$ cat src/inc/ccr_pkg.sv
`default_nettype none
package ccr_pkg;

  localparam int DATA_W = 16;
  localparam int ADDR_W = 2;
  localparam int STAT_W = 3;

  // Register offsets (word index on the plain register port)
  localparam logic [1:0] ADDR_VALUE   = 2'h0;
  localparam logic [1:0] ADDR_CONTROL = 2'h1;
  localparam logic [1:0] ADDR_STATUS  = 2'h2;
  localparam logic [1:0] ADDR_MASK    = 2'h3;

  localparam logic [15:0] VALUE_RESET   = 16'h0000;
  localparam logic [15:0] CONTROL_RESET = 16'h0000;
  localparam logic [2:0]  STATUS_RESET  = 3'h0;
  localparam logic [2:0]  MASK_RESET    = 3'h0;

  // Sticky event bits of the status and mask registers
  localparam int STAT_CAPTURE = 0;
  localparam int STAT_MATCH   = 1;
  localparam int STAT_LOST    = 2;

  // Control field positions, matching the struct below
  localparam int FLD_IRQ_FLAG  = 0;
  localparam int FLD_LOST_FLAG = 1;
  localparam int FLD_DRIVE     = 2;
  localparam int FLD_IN_LEVEL  = 3;
  localparam int FLD_IRQ_EN    = 4;
  localparam int FLD_OUT_MODE  = 5;
  localparam int FLD_MODE_SEL  = 8;
  localparam int FLD_UNUSED    = 9;
  localparam int FLD_LATCHED   = 10;
  localparam int FLD_SYNC_EN   = 11;
  localparam int FLD_SOURCE    = 12;
  localparam int FLD_EDGE      = 14;

  typedef enum logic [1:0] {
    CCR_EDGE_NONE = 2'h0,
    CCR_EDGE_RISE = 2'h1,
    CCR_EDGE_FALL = 2'h2,
    CCR_EDGE_BOTH = 2'h3
  } ccr_edge_e;

  typedef enum logic [1:0] {
    CCR_SRC_A   = 2'h0,
    CCR_SRC_B   = 2'h1,
    CCR_SRC_GND = 2'h2,
    CCR_SRC_VCC = 2'h3
  } ccr_src_e;

  typedef enum logic [2:0] {
    CCR_OUT_BIT          = 3'h0,
    CCR_OUT_SET          = 3'h1,
    CCR_OUT_TOGGLE_RESET = 3'h2,
    CCR_OUT_SET_RESET    = 3'h3,
    CCR_OUT_TOGGLE       = 3'h4,
    CCR_OUT_RESET        = 3'h5,
    CCR_OUT_TOGGLE_SET   = 3'h6,
    CCR_OUT_RESET_SET    = 3'h7
  } ccr_outmode_e;

  typedef struct packed {
    ccr_edge_e    edgeSelect;
    ccr_src_e     inputSourceSelect;
    logic         inputSyncEnable;
    logic         latchedInputLevel;
    logic         unusedBit;
    logic         modeSelectBit;
    ccr_outmode_e outputModeField;
    logic         channelIrqEnable;
    logic         channelInputLevel;
    logic         driveLevel;
    logic         captureLostFlag;
    logic         channelIrqFlag;
  } ccr_ctrl_s;

  typedef struct packed {
    logic        wr;
    logic        rd;
    logic [1:0]  addr;
    logic [15:0] wdata;
  } ccr_req_s;

endpackage
`default_nettype wire

$ cat src/rtl/ccr_channel_regs.sv
// The strobed register port and the placing of the registers were decided locally.
`timescale 1ns/1ns
`default_nettype none
module ccr_channel_regs #(
  parameter int WIDTH = 16
) (
  input  wire logic              ref_clk,
  input  wire logic              rst_n,
  input  wire ccr_pkg::ccr_req_s busReq,
  output logic [15:0]            readData,
  input  wire logic [15:0]       timerCountValue,
  input  wire logic              inputSourceA,
  input  wire logic              inputSourceB,
  output logic                   outLevel,
  output logic                   irq
);

  generate
    if (WIDTH != ccr_pkg::DATA_W) begin : g_bad
      $error("ccr_channel_regs supports only a 16-bit channel");
    end
  endgenerate

  ccr_pkg::ccr_ctrl_s ctrl;
  ccr_pkg::ccr_ctrl_s next_ctrl;
  ccr_pkg::ccr_ctrl_s wrCtrlData;
  ccr_pkg::ccr_ctrl_s ctrlView;

  logic [15:0] chanValue;
  logic [15:0] next_value;
  logic [2:0]  status;
  logic [2:0]  next_status;
  logic [2:0]  mask;
  logic [2:0]  events;
  logic [15:0] rdMux;
  logic [1:0]  syncPins;
  logic        selLevel;
  logic        rawEdge;
  logic        rawEdgeD;
  logic        eqPrev;
  logic        pending;
  logic        next_out;

  // Register port decode
  wire wrValue   = busReq.wr && (busReq.addr == ccr_pkg::ADDR_VALUE);
  wire wrControl = busReq.wr && (busReq.addr == ccr_pkg::ADDR_CONTROL);
  wire wrStatus  = busReq.wr && (busReq.addr == ccr_pkg::ADDR_STATUS);
  wire wrMask    = busReq.wr && (busReq.addr == ccr_pkg::ADDR_MASK);
  wire rdValue   = busReq.rd && (busReq.addr == ccr_pkg::ADDR_VALUE);

  assign wrCtrlData = ccr_pkg::ccr_ctrl_s'(busReq.wdata);

  // Pins cross into the ref_clk domain before anything looks at them
  ccr_sync #(
    .WIDTH (2)
  ) u_sync (
    .ref_clk (ref_clk),
    .rst_n   (rst_n),
    .asyncIn ({inputSourceB, inputSourceA}),
    .syncOut (syncPins)
  );

  always_comb begin
    case (ctrl.inputSourceSelect)
      ccr_pkg::CCR_SRC_A:   selLevel = syncPins[0];
      ccr_pkg::CCR_SRC_B:   selLevel = syncPins[1];
      ccr_pkg::CCR_SRC_GND: selLevel = 1'b0;
      default:              selLevel = 1'b1;
    endcase
  end

  // Switching the source can itself look like an edge; stop first
  ccr_edge_detect u_edge (
    .ref_clk    (ref_clk),
    .rst_n      (rst_n),
    .level      (selLevel),
    .edgeSelect (ctrl.edgeSelect),
    .edgeHit    (rawEdge)
  );

  // Synchronous capture waits one extra stage to align to the clock
  wire capturePulse = ctrl.modeSelectBit
                    && (ctrl.inputSyncEnable ? rawEdgeD : rawEdge);

  // Match fires once on entering equality, not every cycle it holds
  wire eqNow      = (timerCountValue == chanValue);
  wire matchPulse = !ctrl.modeSelectBit && eqNow && !eqPrev;

  assign events = {capturePulse && pending, matchPulse, capturePulse};

  // Capture beats a software write of the same cycle
  assign next_value = capturePulse ? timerCountValue :
                      wrValue      ? busReq.wdata : chanValue;

  assign next_status = (status & ~(wrStatus ? busReq.wdata[2:0] : 3'h0))
                     | events;

  // Control register: hardware sets win over software writes
  assign next_ctrl.edgeSelect        = wrControl ? wrCtrlData.edgeSelect
                                                 : ctrl.edgeSelect;
  assign next_ctrl.inputSourceSelect = wrControl ? wrCtrlData.inputSourceSelect
                                                 : ctrl.inputSourceSelect;
  assign next_ctrl.inputSyncEnable   = wrControl ? wrCtrlData.inputSyncEnable
                                                 : ctrl.inputSyncEnable;
  assign next_ctrl.latchedInputLevel = matchPulse ? selLevel
                                                  : ctrl.latchedInputLevel;
  assign next_ctrl.unusedBit         = 1'b0;
  assign next_ctrl.modeSelectBit     = wrControl ? wrCtrlData.modeSelectBit
                                                 : ctrl.modeSelectBit;
  assign next_ctrl.outputModeField   = wrControl ? wrCtrlData.outputModeField
                                                 : ctrl.outputModeField;
  assign next_ctrl.channelIrqEnable  = wrControl ? wrCtrlData.channelIrqEnable
                                                 : ctrl.channelIrqEnable;
  assign next_ctrl.channelInputLevel = 1'b0;
  assign next_ctrl.driveLevel        = wrControl ? wrCtrlData.driveLevel
                                                 : ctrl.driveLevel;
  assign next_ctrl.captureLostFlag   = (capturePulse && pending) ? 1'b1
                                     : wrControl ? wrCtrlData.captureLostFlag
                                     : ctrl.captureLostFlag;
  assign next_ctrl.channelIrqFlag    = (capturePulse || matchPulse) ? 1'b1
                                     : wrControl ? wrCtrlData.channelIrqFlag
                                     : ctrl.channelIrqFlag;

  // Only a few output modes are kept; the rest hold their level
  always_comb begin
    case (ctrl.outputModeField)
      ccr_pkg::CCR_OUT_BIT:    next_out = ctrl.driveLevel;
      ccr_pkg::CCR_OUT_SET:    next_out = matchPulse | outLevel;
      ccr_pkg::CCR_OUT_TOGGLE: next_out = matchPulse ^ outLevel;
      ccr_pkg::CCR_OUT_RESET:  next_out = !matchPulse & outLevel;
      default:                 next_out = outLevel;
    endcase
  end

  // Live input level is shown, not stored
  always_comb begin
    ctrlView                   = ctrl;
    ctrlView.channelInputLevel = selLevel;
    ctrlView.unusedBit         = 1'b0;
  end

  always_comb begin
    case (busReq.addr)
      ccr_pkg::ADDR_VALUE:   rdMux = chanValue;
      ccr_pkg::ADDR_CONTROL: rdMux = 16'(ctrlView);
      ccr_pkg::ADDR_STATUS:  rdMux = {13'h0000, status};
      ccr_pkg::ADDR_MASK:    rdMux = {13'h0000, mask};
      default:               rdMux = 16'h0000;
    endcase
  end

  always_ff @(posedge ref_clk) begin
    if (!rst_n) begin
      chanValue <= ccr_pkg::VALUE_RESET;
      ctrl      <= ccr_pkg::ccr_ctrl_s'(ccr_pkg::CONTROL_RESET);
      status    <= ccr_pkg::STATUS_RESET;
      mask      <= ccr_pkg::MASK_RESET;
    end else begin
      chanValue <= next_value;
      ctrl      <= next_ctrl;
      status    <= next_status;
      mask      <= wrMask ? busReq.wdata[2:0] : mask;
    end
  end

  // A read of the value register services the held capture
  always_ff @(posedge ref_clk) begin
    if (!rst_n) begin
      pending  <= 1'b0;
      rawEdgeD <= 1'b0;
      eqPrev   <= 1'b0;
    end else begin
      pending  <= capturePulse ? 1'b1 : (rdValue ? 1'b0 : pending);
      rawEdgeD <= rawEdge;
      eqPrev   <= eqNow;
    end
  end

  always_ff @(posedge ref_clk) begin
    if (!rst_n) begin
      readData <= 16'h0000;
      outLevel <= 1'b0;
      irq      <= 1'b0;
    end else begin
      readData <= busReq.rd ? rdMux : 16'h0000;
      outLevel <= next_out;
      irq      <= (|(status & mask))
               || (ctrl.channelIrqFlag && ctrl.channelIrqEnable);
    end
  end
endmodule
`default_nettype wire

$ cat src/rtl/ccr_edge_detect.sv
`timescale 1ns/1ns
`default_nettype none
module ccr_edge_detect (
  input  wire logic                ref_clk,
  input  wire logic                rst_n,
  input  wire logic                level,
  input  wire ccr_pkg::ccr_edge_e  edgeSelect,
  output logic                     edgeHit
);

  logic prevLevel;
  wire  rose = level & ~prevLevel;
  wire  fell = ~level & prevLevel;

  always_ff @(posedge ref_clk) begin
    if (!rst_n) begin
      prevLevel <= 1'b0;
    end else begin
      prevLevel <= level;
    end
  end

  always_comb begin
    case (edgeSelect)
      ccr_pkg::CCR_EDGE_RISE: edgeHit = rose;
      ccr_pkg::CCR_EDGE_FALL: edgeHit = fell;
      ccr_pkg::CCR_EDGE_BOTH: edgeHit = rose | fell;
      default:                edgeHit = 1'b0;
    endcase
  end

endmodule
`default_nettype wire

$ cat src/rtl/ccr_sync.sv
`timescale 1ns/1ns
`default_nettype none
module ccr_sync #(
  parameter int WIDTH = 2
) (
  input  wire logic             ref_clk,
  input  wire logic             rst_n,
  input  wire logic [WIDTH-1:0] asyncIn,
  output logic      [WIDTH-1:0] syncOut
);

  logic [WIDTH-1:0] stage1;

  generate
    if (WIDTH < 1) begin : g_bad
      $error("ccr_sync needs WIDTH of at least one");
    end
  endgenerate

  // Stage one feeds stage two only
  always_ff @(posedge ref_clk) begin
    if (!rst_n) begin
      stage1  <= '0;
      syncOut <= '0;
    end else begin
      stage1  <= asyncIn;
      syncOut <= stage1;
    end
  end

endmodule
`default_nettype wire

$ cat config.mk
export PLATFORM = sky130hd
export DESIGN_NAME = ccr_channel_regs
export DESIGN_NICKNAME = d
export VERILOG_FILES = /design/src/inc/ccr_pkg.sv /design/src/rtl/ccr_channel_regs.sv /design/src/rtl/ccr_edge_detect.sv /design/src/rtl/ccr_sync.sv
export SDC_FILE = /design/constraint.sdc
export NUM_CORES = 1
export LEC_CHECK = 0
export BUFFER_PORTS_ARGS = -buffer_cell sky130_fd_sc_hd__buf_2
export CORE_MARGIN = 2
export CORE_UTILIZATION = 50
export DETAILED_ROUTE_END_ITERATION = 6
export PLACE_DENSITY = 0.78
export SLEW_MARGIN = 10
export SYNTH_ARGS = -nofsm -noshare
export SYNTH_HDL_FRONTEND = slang
export SYNTH_SLANG_ARGS = --single-unit
$ cat constraint.sdc
create_clock -name ref_clk -period 4.7 [get_ports ref_clk]
set_clock_uncertainty 0.15 [all_clocks]
set_input_delay 0.94 -clock ref_clk [delete_from_list [all_inputs] [get_ports ref_clk]]
set_output_delay 0.94 -clock ref_clk [all_outputs]
set_load 0.05 [all_outputs]
-- Word-level counts from Yosys, hierarchy flattened
Cells that the tools add are included.
- reduce and logical (&&, ||, !) cells: 25
- equal/unequal tests: 12
- mux-type cells: 14
- bitwise logic cells: 12
- operators with widths (cell ; number):
    $pmux 16 s4 ; 1
    $mux 16 ; 2
    $eq 16x16->1 ; 1
    $eq 2x2->1 const B ; 5
    $logic_and 1x1->1 ; 10
    $reduce_bool 2->1 ; 4
    $mux 1 ; 7
    $and 3x3->3 ; 2
    $eq 2x1->1 const B ; 3
    $eq 3x3->1 const B ; 2
    $pmux 1 s3 ; 2
    $logic_not 2->1 ; 2
    $pmux 1 s4 ; 1
    $reduce_bool 4->1 ; 1
    $and 1x1->1 ; 3
    $eq 3x1->1 const B ; 1
    $logic_not 1->1 ; 3
    $logic_not 3->1 ; 1
    $mux 3 ; 1
    $not 3->3 ; 1
    $or 3x3->3 ; 1
    $reduce_or 3->1 ; 1
    $logic_or 1x1->1 ; 2
    $not 1->1 ; 2
    3 further kinds ; 4
- register bits after elaboration: 62
- output and inout bits: 18

-- Longest topological paths before layout
Gate-level depths: netlist of run 1.
- depth in word-level cells: 10
- gate-level depth with buffers: 11

-- By module
A second synthesis of run 1 with hierarchy kept.
- cells, all modules: 282
- area total of the unflattened synthesis: 2650.0 sq um
- by module, submodules not included (module ; cells an instance ; seq. area each (sq um) ; area each (sq um) ; instances):
    ccr_channel_regs ; 263 ; 1141.1 ; 2459.9 ; 1
    ccr_sync ; 8 ; 80.1 ; 105.1 ; 1
    ccr_edge_detect ; 11 ; 20.0 ; 85.1 ; 1

-- Worst setup path before layout of run 1
No wires, ideal clock.
- path type: input -> register
- from: input timerCountValue[9]
- to: register outLevel
- stages on the path: 9
- setup time: 128 ps
- arrival: 2752 ps
- setup slack: 1671 ps
- data required time: 4422 ps
- path buffers: 1
- cell sequence: xor2_1 -> nor4_1 -> nand4_1 -> or3_1 -> buf_2 -> ha_1 -> mux4_2 -> mux2i_1 -> nor2_1
- cells in the longest elaborated chain, start to end: 6
- ends and longest elaborated chain (element ; RTL line ; source):
    from (decl) ; ccr_channel_regs.sv:11 ; input wire logic [15:0] timerCountValue,
    $eq 16x16->1 * ; ccr_channel_regs.sv:86 ; wire eqNow = (timerCountValue == chanValue);
    $logic_and 1x1->1 * (2 in a row) ; ccr_channel_regs.sv:87 ; wire matchPulse = !ctrl.modeSelectBit && eqNow && !eqPrev;
    $logic_not 1->1 ; ccr_channel_regs.sv:130 ; ccr_pkg::CCR_OUT_RESET: next_out = !matchPulse & outLevel;
    $and 1x1->1 ; ccr_channel_regs.sv:130 ;
    $pmux 1 s4 * ; ccr_channel_regs.sv:126 ; case (ctrl.outputModeField)
    to (signal assigned) ; ccr_channel_regs.sv:186 ; outLevel <= next_out;
    to (decl) ; ccr_channel_regs.sv:14 ; output logic outLevel,
Every way passes the cells marked *; elsewhere a longest branch is shown, timed or not.
A chain may end at the register's enable or synchronous reset.

-- Final worst setup path of run 1
- from: input timerCountValue[4]
- to: register outLevel
The elaborated chain is that of the path after synthesis.

==> results of run 1 <==
[worst max path at each step]
| stage | start | end | slack, ps | depth (start not counted) |
|---|---|---|---|---|
| after floorplan | timerCountValue[9] | outLevel | 1670 | 9 |
| after global placement | timerCountValue[4] | outLevel | 1370 | 9 |
| after detailed placement | timerCountValue[7] | outLevel | 1290 | 9 |
| after CTS | timerCountValue[4] | outLevel | 1620 | 9 |
| after global routing | timerCountValue[4] | outLevel | 1500 | 9 |
| final | timerCountValue[4] | outLevel | 1610 | 9 |
[sequential cells by signal, indices dropped and copies added, names as in the netlist]
signal and cells:
u_sync.syncOut 2, outLevel 1, ctrl 14, status 3, eqPrev 1, mask 3
chanValue 16, rawEdgeD 1, pending 1, irq 1, u_sync.stage1 2, u_edge.prevLevel 1
readData 16
[cell type report]
type | count | area, um2
Clock inverter | 2 | 12.5
Fill cell | 443 | 1950
Inverter | 7 | 26.3
Multi-Input combinational cell | 197 | 1310
Timing Repair Buffer | 58 | 293
Sequential cell | 62 | 1240
Clock buffer | 14 | 193
Tap cell | 70 | 87.6
[cell usage after synthesis (all sizes together) (5+ instances only)]
cell type	number	area, um2
and2	5	31.3
buf	10	53.8
nor2	36	135
inv	7	26.3
clkbuf	8	30.0
mux2i	33	330
xor2	16	140
a211oi	16	120
nand2	40	150
a21oi	17	85.1
dfxtp	62	1240
[critical path: stages]
cell	delay [ps]
buf_2	110
xor2_1	140
nor4_1	390
nand4_1	160
or3_1	450
ha_1	310
mux4_2	450
mux2i_1	150
nor2_1	60
[metal layers]
metal,vias to the layer above,GRT usage (%)
li1,1081,-
met1,1068,28.7
met2,65,34.6
met3,8,5.18
met4,0,8.73
met5,-,0
[where the power goes]
part | switching (mW) | total (mW) | leakage, nW | internal [mW]
Sequential | 0.0104 | 0.549 | 0.503 | 0.539
Combinational | 0.0529 | 0.0926 | 0.765 | 0.0397
Clock | 0.200 | 0.462 | 0.105 | 0.263
Total | 0.263 | 1.10 | 1.37 | 0.841
[cell families (layout without fill, tap and decap cells)]
kind of cell / count (synthesis) / in the layout / share of synthesized area (%)
and+or+nand+nor: 98 / 98 / 16.2
DFF: 62 / 62 / 46.7
AOI/OAI and AO/OA: 42 / 42 / 9.99
muxes: 37 / 37 / 15.8
buffers and inverters: 25 / 81 / 4.14
xor gates and xnor gates: 16 / 16 / 5.28
adders and majority gates: 4 / 4 / 1.88
==> impl_metrics.env, run 1 <==
export IMPL_grt_pass1_vias=2070
export IMPL_nets=379
export IMPL_r2r_cells=8
export IMPL_drive_above_1_share_pct=23.2
export IMPL_die_x_um=76.9
export IMPL_worst_slack_ps=1610
export IMPL_fin_crit_sh_pct=65.8
export IMPL_fin_area_mm2=0.00316
export IMPL_highest_layer="met4"
export IMPL_die_h_um=76.9
export IMPL_placementRows=26
export IMPL_hold_buffers=0
export IMPL_drcViolationCount=0
export IMPL_hold_violations=0
export IMPL_whs_path_depth=1
export IMPL_drt_total_wl_um=6010
export IMPL_status="finished, final reports clean"
export IMPL_synth_edf_count=0
export IMPL_antenna_left=0
export IMPL_core_mm2=0.00511
export IMPL_fin_util_pct=61.8
export IMPL_post_cts_setup_buffers=0
export IMPL_post_dp_hpwl_um=4230
export IMPL_met3WireLength_um=343
export IMPL_rsz0062_at_grt="false"
export IMPL_clk_latency_ps=330
export IMPL_initial_core_util_pct=52.0
export IMPL_clkTransAtPathRegs_ps=70
export IMPL_via_count=2222
export IMPL_hold_path_class="flop to flop"
export IMPL_io_buffers=57
export IMPL_final_cells=410
export IMPL_power_density_mw_per_mm2=350
export IMPL_worst_setup_path_end_kind="flop"
export IMPL_seq_area_frac_synth_pct=46.7
export IMPL_drt_pass1_iterations=4
export IMPL_num_antenna_cells=0
export IMPL_cp_start_kind="primary input"
export IMPL_place_ws_ps=1290
export IMPL_setup_viol=0
export IMPL_timing_rr_start="chanValue[4]"
export IMPL_critPathRequiredTime_ps=4750
export IMPL_overflow=0
export IMPL_dieArea_mm2=0.00591
export IMPL_cts_repair_resized=0
export IMPL_antenna_found_initial=0
export IMPL_async_flop_share_pct=0
export IMPL_syn_nets=328
export IMPL_tightest_slew_ps=1060
export IMPL_worstHoldEndpoint="u_sync.syncOut[0]"
export IMPL_cts_sinks=62
export IMPL_max_vdd_ir_drop_mv=0.227
export IMPL_relSlewSlack_pct=29.4
export IMPL_syn_area_per_cell_um2=9.35
export IMPL_dpl_cell_count=394
export IMPL_tns_ps=0
export IMPL_cts_buffers=9
export IMPL_ys_seq_elements=62
export IMPL_whs_ps=287
export IMPL_wire_per_inst_um=14.7
export IMPL_final_cell_mix="62 x dfxtp_1, 57 x buf_2, 40 x nand2_1, 36 x nor2_1, 33 x mux2i_1"
export IMPL_ys_flop_type="dfxtp_1"
export IMPL_hp_start="u_sync.stage1[0]"
export IMPL_met1_length_um=2700
export IMPL_drt_iter0_drc=120
export IMPL_cts_tree="done"
export IMPL_netlist_area_mm2=0.00266
export IMPL_power_mw=1.10
export IMPL_critPathMaxFanout=5
export IMPL_critPathArrivalTime_ps=3150
export IMPL_path_class="primary input to flop"
export IMPL_cap_violations=0
export IMPL_regToRegSetupSlack_ps=1970
export IMPL_grt_max_degree=41
export IMPL_dr_wl_met2_um=2910
export IMPL_leakagePower_nw=1.37
export IMPL_synth_warnings=0
export IMPL_area_growth_syn_to_layout_pct=18.9
export IMPL_grt_pass1_wl_um=10100
export IMPL_cts_path_max_buffers=2
export IMPL_max_freq_mhz=323
export IMPL_final_common_cell="dfxtp_1"
export IMPL_routed_via_density=5.42
export IMPL_dpl_instance_area_mm2=0.00295
export IMPL_cts_root_buf="clkbuf_8"
export IMPL_grt_total_usage_pct=21.8
export IMPL_h_tree_depth=3
export IMPL_period_minus_slack_ps=3090
export IMPL_rr_endpoint="outLevel"
export IMPL_ioPinCount=58
export IMPL_drv_slew=0
export IMPL_ys_types=30
export IMPL_place_gp_congestion=0.801
export IMPL_netlist_instances=284
(Power assumes the default switching activity.)
==> inputs of run 2 (changes only) <==
- CORE_UTILIZATION: 50 -> 48
- PLACE_DENSITY: 0.78 -> 0.79
- clock period: 4.7 -> 2.68 ns (I/O delays scaled with it)
==> run 2 against run 1 <==
Clock power up 81%. Cell count rose by 2.4%. Non-clock buffer count up 8. Hold slack worse by 22 ps. Total power grew 78%. Via count grew 1.5%. Global-route usage is 0.10 points higher. Cell area is 2.4% higher. Highest routed layer unchanged. Die area rose by 4.0%. First-iteration DRC count increased by 69%.
==> impl_metrics.env, run 2 (same netlist as run 1, synthesis figures left out) <==
export IMPL_hold_path_class="primary input to flop"
export IMPL_drt_iter0_drc=203
export IMPL_leakagePower_nw=1.41
export IMPL_clkTransAtPathRegs_ps=70
export IMPL_clk_latency_ps=340
export IMPL_whs_ps=266
export IMPL_relSlewSlack_pct=56.2
export IMPL_antenna_found_initial=0
export IMPL_cts_buffers=9
export IMPL_power_density_mw_per_mm2=609
export IMPL_status="finished, final reports clean"
export IMPL_grt_total_usage_pct=21.9
export IMPL_combPwrFrac_pct=8.7
export IMPL_routed_via_density=5.37
export IMPL_max_vdd_ir_drop_mv=0.356
export IMPL_reg_top3="chanValue (16), readData (16), ctrl (14)"
export IMPL_tns_ps=0
export IMPL_intPower_mw=1.50
export IMPL_period_minus_slack_ps=2610
export IMPL_post_dp_hpwl_um=4430
export IMPL_power_share_clock_pct=42.5
export IMPL_cts_tree="done"
export IMPL_critPathRequiredTime_ps=2750
export IMPL_final_common_cell="dfxtp_1"
export IMPL_grt_pass1_vias=2157
export IMPL_die_x_um=78.4
export IMPL_cts_sinks=62
export IMPL_drcViolationCount=0
export IMPL_critPathArrivalTime_ps=2680
export IMPL_wire_per_inst_um=15.4
export IMPL_final_cell_mix="62 x dfxtp_1, 57 x buf_2, 40 x nand2_1, 36 x nor2_1, 33 x mux2i_1"
export IMPL_critPathMaxFanout=4
export IMPL_placementRows=27
export IMPL_cts_path_max_buffers=2
export IMPL_io_buffers=57
export IMPL_fin_util_pct=59.5
export IMPL_overflow=0
export IMPL_num_antenna_cells=0
export IMPL_hold_violations=0
export IMPL_grt_max_degree=41
export IMPL_dieArea_mm2=0.00614
export IMPL_sw_frac_of_total_pct=24.0
export IMPL_path_class="flop to flop"
export IMPL_drt_pass1_iterations=4
export IMPL_cts_root_buf="clkbuf_8"
export IMPL_fin_crit_sh_pct=97.4
export IMPL_ioPinCount=58
export IMPL_max_freq_mhz=383
export IMPL_drt_total_wl_um=6490
export IMPL_dpl_instance_area_mm2=0.00301
export IMPL_core_mm2=0.00544
export IMPL_cp_start_kind="flop"
export IMPL_worst_setup_path_end_kind="flop"
export IMPL_power_switching_uw=473
export IMPL_h_tree_depth=3
export IMPL_drive_above_1_share_pct=25.3
export IMPL_nets=387
export IMPL_grt_pass1_wl_um=10400
export IMPL_cap_violations=0
export IMPL_setup_viol=0
export IMPL_antenna_left=0
export IMPL_die_h_um=78.4
export IMPL_initial_core_util_pct=48.8
export IMPL_area_growth_syn_to_layout_pct=21.8
export IMPL_fin_area_mm2=0.00323
export IMPL_place_gp_congestion=0.787
export IMPL_fill_cells=460
export IMPL_drv_slew=0
export IMPL_p_seq_share_pct=48.9
export IMPL_tightest_slew_ps=654
export IMPL_via_count=2255
export IMPL_power_mw=1.97
[run 2: cell types whose count changed in the layout (fill, tap and decap cells not counted), moves of 2 or more]
cell,previous run,this run
nor4_1,4,2
buf_4,1,9
clkbuf_8,14,11
clkbuf_1,0,2
nor4_2,0,2
[run 2: final timing paths]
check / startpoint / to / slack [ps] / depth (start not counted)
min: inputSourceA / u_sync.stage1[0] / 270 / 2
max reg2reg: chanValue[0] / outLevel / 70 / 8
min reg2reg: u_sync.stage1[1] / u_sync.syncOut[1] / 270 / 1
max: chanValue[0] / outLevel / 70 / 8
[run 2: timing repair]
item / in CTS / in global routing
hold buffers: 0 / 0
gates resized for setup: 0 / 3
hold endpoints to repair: 0 / 0
endpoints found under the setup margin: 0 / 1
buffers inserted: 0 / 1
[run 2: power groups by stage]
stage | Sequential, mW | Combinational (mW) | Clock [mW]
finish | 0.963 | 0.170 | 0.836
global route | 0.964 | 0.186 | 0.891
CTS | 0.962 | 0.166 | 0.839
detailed placement | 0.983 | 0.165 | 0
global placement | 0.982 | 0.162 | 0
floorplan | 0.986 | 0.0939 | 0
[run 2: cell type report]
class	count	area, um2	share of cell area (%)
Inverter	7	26.3	0.812
Timing Repair Buffer	66	353	10.9
Clock inverter	3	42.5	1.32
Clock buffer	13	159	4.91
Sequential cell	62	1240	38.4
Multi-Input combinational cell	197	1320	40.9
Tap cell	72	90.1	2.79
[run 2: per-layer routing]
layer,vias up,global-route usage [%],routed length (um)
met5,-,0,0
met4,0,8.95,114
met3,15,4.37,495
met2,91,35.6,3170
met1,1061,28.6,2700
li1,1088,-,-
[run 2: through the flow]
step | setup slack (ps) | std cells
2_1_floorplan | 54.6 | 284
3_3_place_gp | -184 | 403
3_5_place_dp | -309 | 403
4_1_cts | 10.6 | 419
5_1_grt | -9.80 | 420
6_report | 69.9 | 420
[run 2: worst max-delay path, cell delays in order (launching register included)]
cell and delay [ps]:
dfxtp_1 340, xor2_1 220, nor4_2 310, nand4_1 180, or3_4 390, ha_1 280
mux4_2 440, mux2i_1 140, nor2_1 50
==> inputs of run 3 (changes only) <==
- CORE_UTILIZATION: 48 -> 50
- PLACE_DENSITY: 0.79 -> 0.78
- clock period: 2.68 -> 3.4 ns (I/O delays scaled with it)
==> run 3 against run 2 <==
Global-route usage about the same. Sequential cell count unchanged. Worst setup slack improved by 490 ps. Combinational power decreased by 24%. First-iteration DRC count decreased by 37%. Total power decreased by 25%. Wire length decreased by 4.0%. Highest routed layer unchanged. Largest cell class unchanged.
==> impl_metrics.env, run 3 (same netlist as run 1, synthesis figures left out) <==
export IMPL_placementRows=26
export IMPL_power_share_clock_pct=39.4
export IMPL_rr_endpoint="outLevel"
export IMPL_whs_ps=280
export IMPL_cap_violations=0
export IMPL_hold_path_class="flop to flop"
export IMPL_grt_max_degree=41
export IMPL_via_count=2203
export IMPL_cp_start_kind="primary input"
export IMPL_crit_buf_inv=1
export IMPL_period_minus_slack_ps=2840
export IMPL_drt_pass1_iterations=4
export IMPL_cts_buffers=9
export IMPL_leakagePower_nw=1.36
export IMPL_layout_area_seq_mm2=0.00124
export IMPL_grt_busiest_layer="met2"
export IMPL_cts_repair_resized=0
export IMPL_p_seq_share_pct=51.8
export IMPL_crit_path_end="outLevel"
export IMPL_intPower_mw=1.12
export IMPL_wire_per_inst_um=15.3
export IMPL_nets=379
export IMPL_area_growth_syn_to_layout_pct=17.7
export IMPL_cts_path_max_buffers=2
export IMPL_overflow=0
export IMPL_worst_setup_path_end_kind="flop"
export IMPL_drive_above_1_share_pct=22.5
export IMPL_worst_slack_ps=562
export IMPL_timing_rr_start="chanValue[7]"
export IMPL_met3_usage_pct=5.41
export IMPL_tns_ps=0
export IMPL_io_buffers=57
export IMPL_dpl_instance_area_mm2=0.00295
export IMPL_slowest_delay_ps=450
export IMPL_clk_latency_ps=330
export IMPL_max_freq_mhz=352
export IMPL_critPathRequiredTime_ps=3460
export IMPL_clkTransAtPathRegs_ps=60
export IMPL_cp_startpoint="timerCountValue[7]"
export IMPL_status="finished, final reports clean"
export IMPL_die_h_um=76.9
export IMPL_post_cts_setup_buffers=0
export IMPL_dieArea_mm2=0.00591
export IMPL_cts_root_buf="clkbuf_8"
export IMPL_reg_top3="chanValue (16), readData (16), ctrl (14)"
export IMPL_cp_top_family="simple AND/OR/NAND/NOR gates"
export IMPL_combPwrFrac_pct=8.8
export IMPL_regToRegSetupSlack_ps=650
export IMPL_fill_cells=454
export IMPL_relSlewSlack_pct=28.9
export IMPL_r2r_cells=8
export IMPL_place_gp_congestion=0.802
export IMPL_power_switching_uw=352
export IMPL_grt_total_usage_pct=21.9
export IMPL_drv_slew=0
export IMPL_die_x_um=76.9
export IMPL_critPathMaxFanout=5
export IMPL_max_vdd_ir_drop_mv=0.239
export IMPL_num_antenna_cells=0
export IMPL_hold_violations=0
export IMPL_setup_viol=0
export IMPL_critPathArrivalTime_ps=2900
export IMPL_final_common_cell="dfxtp_1"
export IMPL_multi_input_area_mm2=0.00131
export IMPL_path_class="primary input to flop"
export IMPL_power_density_mw_per_mm2=469
export IMPL_tightest_slew_ps=1070
export IMPL_routed_via_density=5.40
export IMPL_ioPinCount=58
export IMPL_antenna_found_initial=0
export IMPL_crit_slowest_cell="or3_1"
export IMPL_place_ws_ps=193
export IMPL_cts_tree="done"
export IMPL_drt_total_wl_um=6230
export IMPL_grt_pass1_vias=2063
export IMPL_h_tree_depth=3
export IMPL_core_mm2=0.00511
export IMPL_grt_use_met2_pct=34.8
export IMPL_drt_iter0_drc=128
export IMPL_path_depth=9
export IMPL_worstPathCellList="buf_2, xor2_1, nor4_1, nand4_1, or3_1, ha_1, mux4_2, mux2i_1, nor2_1"
export IMPL_sw_frac_of_total_pct=24.0
export IMPL_met1_usage_pct=28.5
export IMPL_rsz0062_at_grt="false"
export IMPL_fin_area_mm2=0.00313
export IMPL_hold_buffers=0
export IMPL_antenna_left=0
export IMPL_post_dp_hpwl_um=4330
export IMPL_drcViolationCount=0
export IMPL_grt_pass1_wl_um=10000
export IMPL_cts_sinks=62
export IMPL_final_cell_mix="62 x dfxtp_1, 57 x buf_2, 40 x nand2_1, 36 x nor2_1, 33 x mux2i_1"
export IMPL_initial_core_util_pct=52.0
export IMPL_fin_crit_sh_pct=83.5
export IMPL_fin_util_pct=61.2
[run 3: cell types whose count changed in the layout (fill, tap and decap cells not counted), sizes merged]
| cell | before | now |
|---|---|---|
| buf | 66 | 58 |
| bufinv | 1 | 0 |
| clkinvlp | 1 | 0 |
[run 3: routing by layer]
metal | up-vias | share of wire, %
met2 | 78 | 49
li1 | 1068 | -
met5 | - | 0
met3 | 13 | 5.8
met1 | 1044 | 43
met4 | 0 | 1.7
[run 3: how the worst min path moves through the flow]
stage                      from           endpoint  cells after the start
2_1_floorplan  u_sync.stage1[0]  u_sync.syncOut[0]                      1
3_3_place_gp   u_sync.stage1[0]  u_sync.syncOut[0]                      1
3_5_place_dp   u_sync.stage1[0]  u_sync.syncOut[0]                      1
4_1_cts        u_sync.stage1[0]  u_sync.syncOut[0]                      1
5_1_grt        u_sync.stage1[0]  u_sync.syncOut[0]                      1
6_report       u_sync.stage1[0]  u_sync.syncOut[0]                      1
[run 3: layout make-up]
type,instances,area share [%]
clock inverters,1,0.160
well taps,70,2.80
repair buffers,58,9.36
inverters,7,0.840
flip-flops and latches,62,39.7
multi-input cells,197,41.7
clock buffers,13,5.40
[run 3: through the flow]
stage               std cells  total power, mW
floorplan                 284            0.851
global placement          394            0.900
CTS                       408             1.47
detailed placement        394            0.903
finish                    408             1.47
global route              408             1.52
[run 3: worst reg2reg max path, stage by stage (launching register included)]
cell	delay, ps
dfxtp_1	340
xor2_1	180
nor4_1	390
nand4_1	180
or3_1	450
ha_1	320
mux4_2	440
mux2i_1	130
nor2_1	50
[run 3: power by group through the flow]
stage                     Clock [mW]  Sequential, mW  Combinational (mW)
after floorplan                    0           0.777              0.0740
after global placement             0           0.774               0.126
after detailed placement           0           0.775               0.128
after CTS                      0.585           0.759               0.129
after global routing           0.617           0.761               0.142
final                          0.578           0.759               0.129
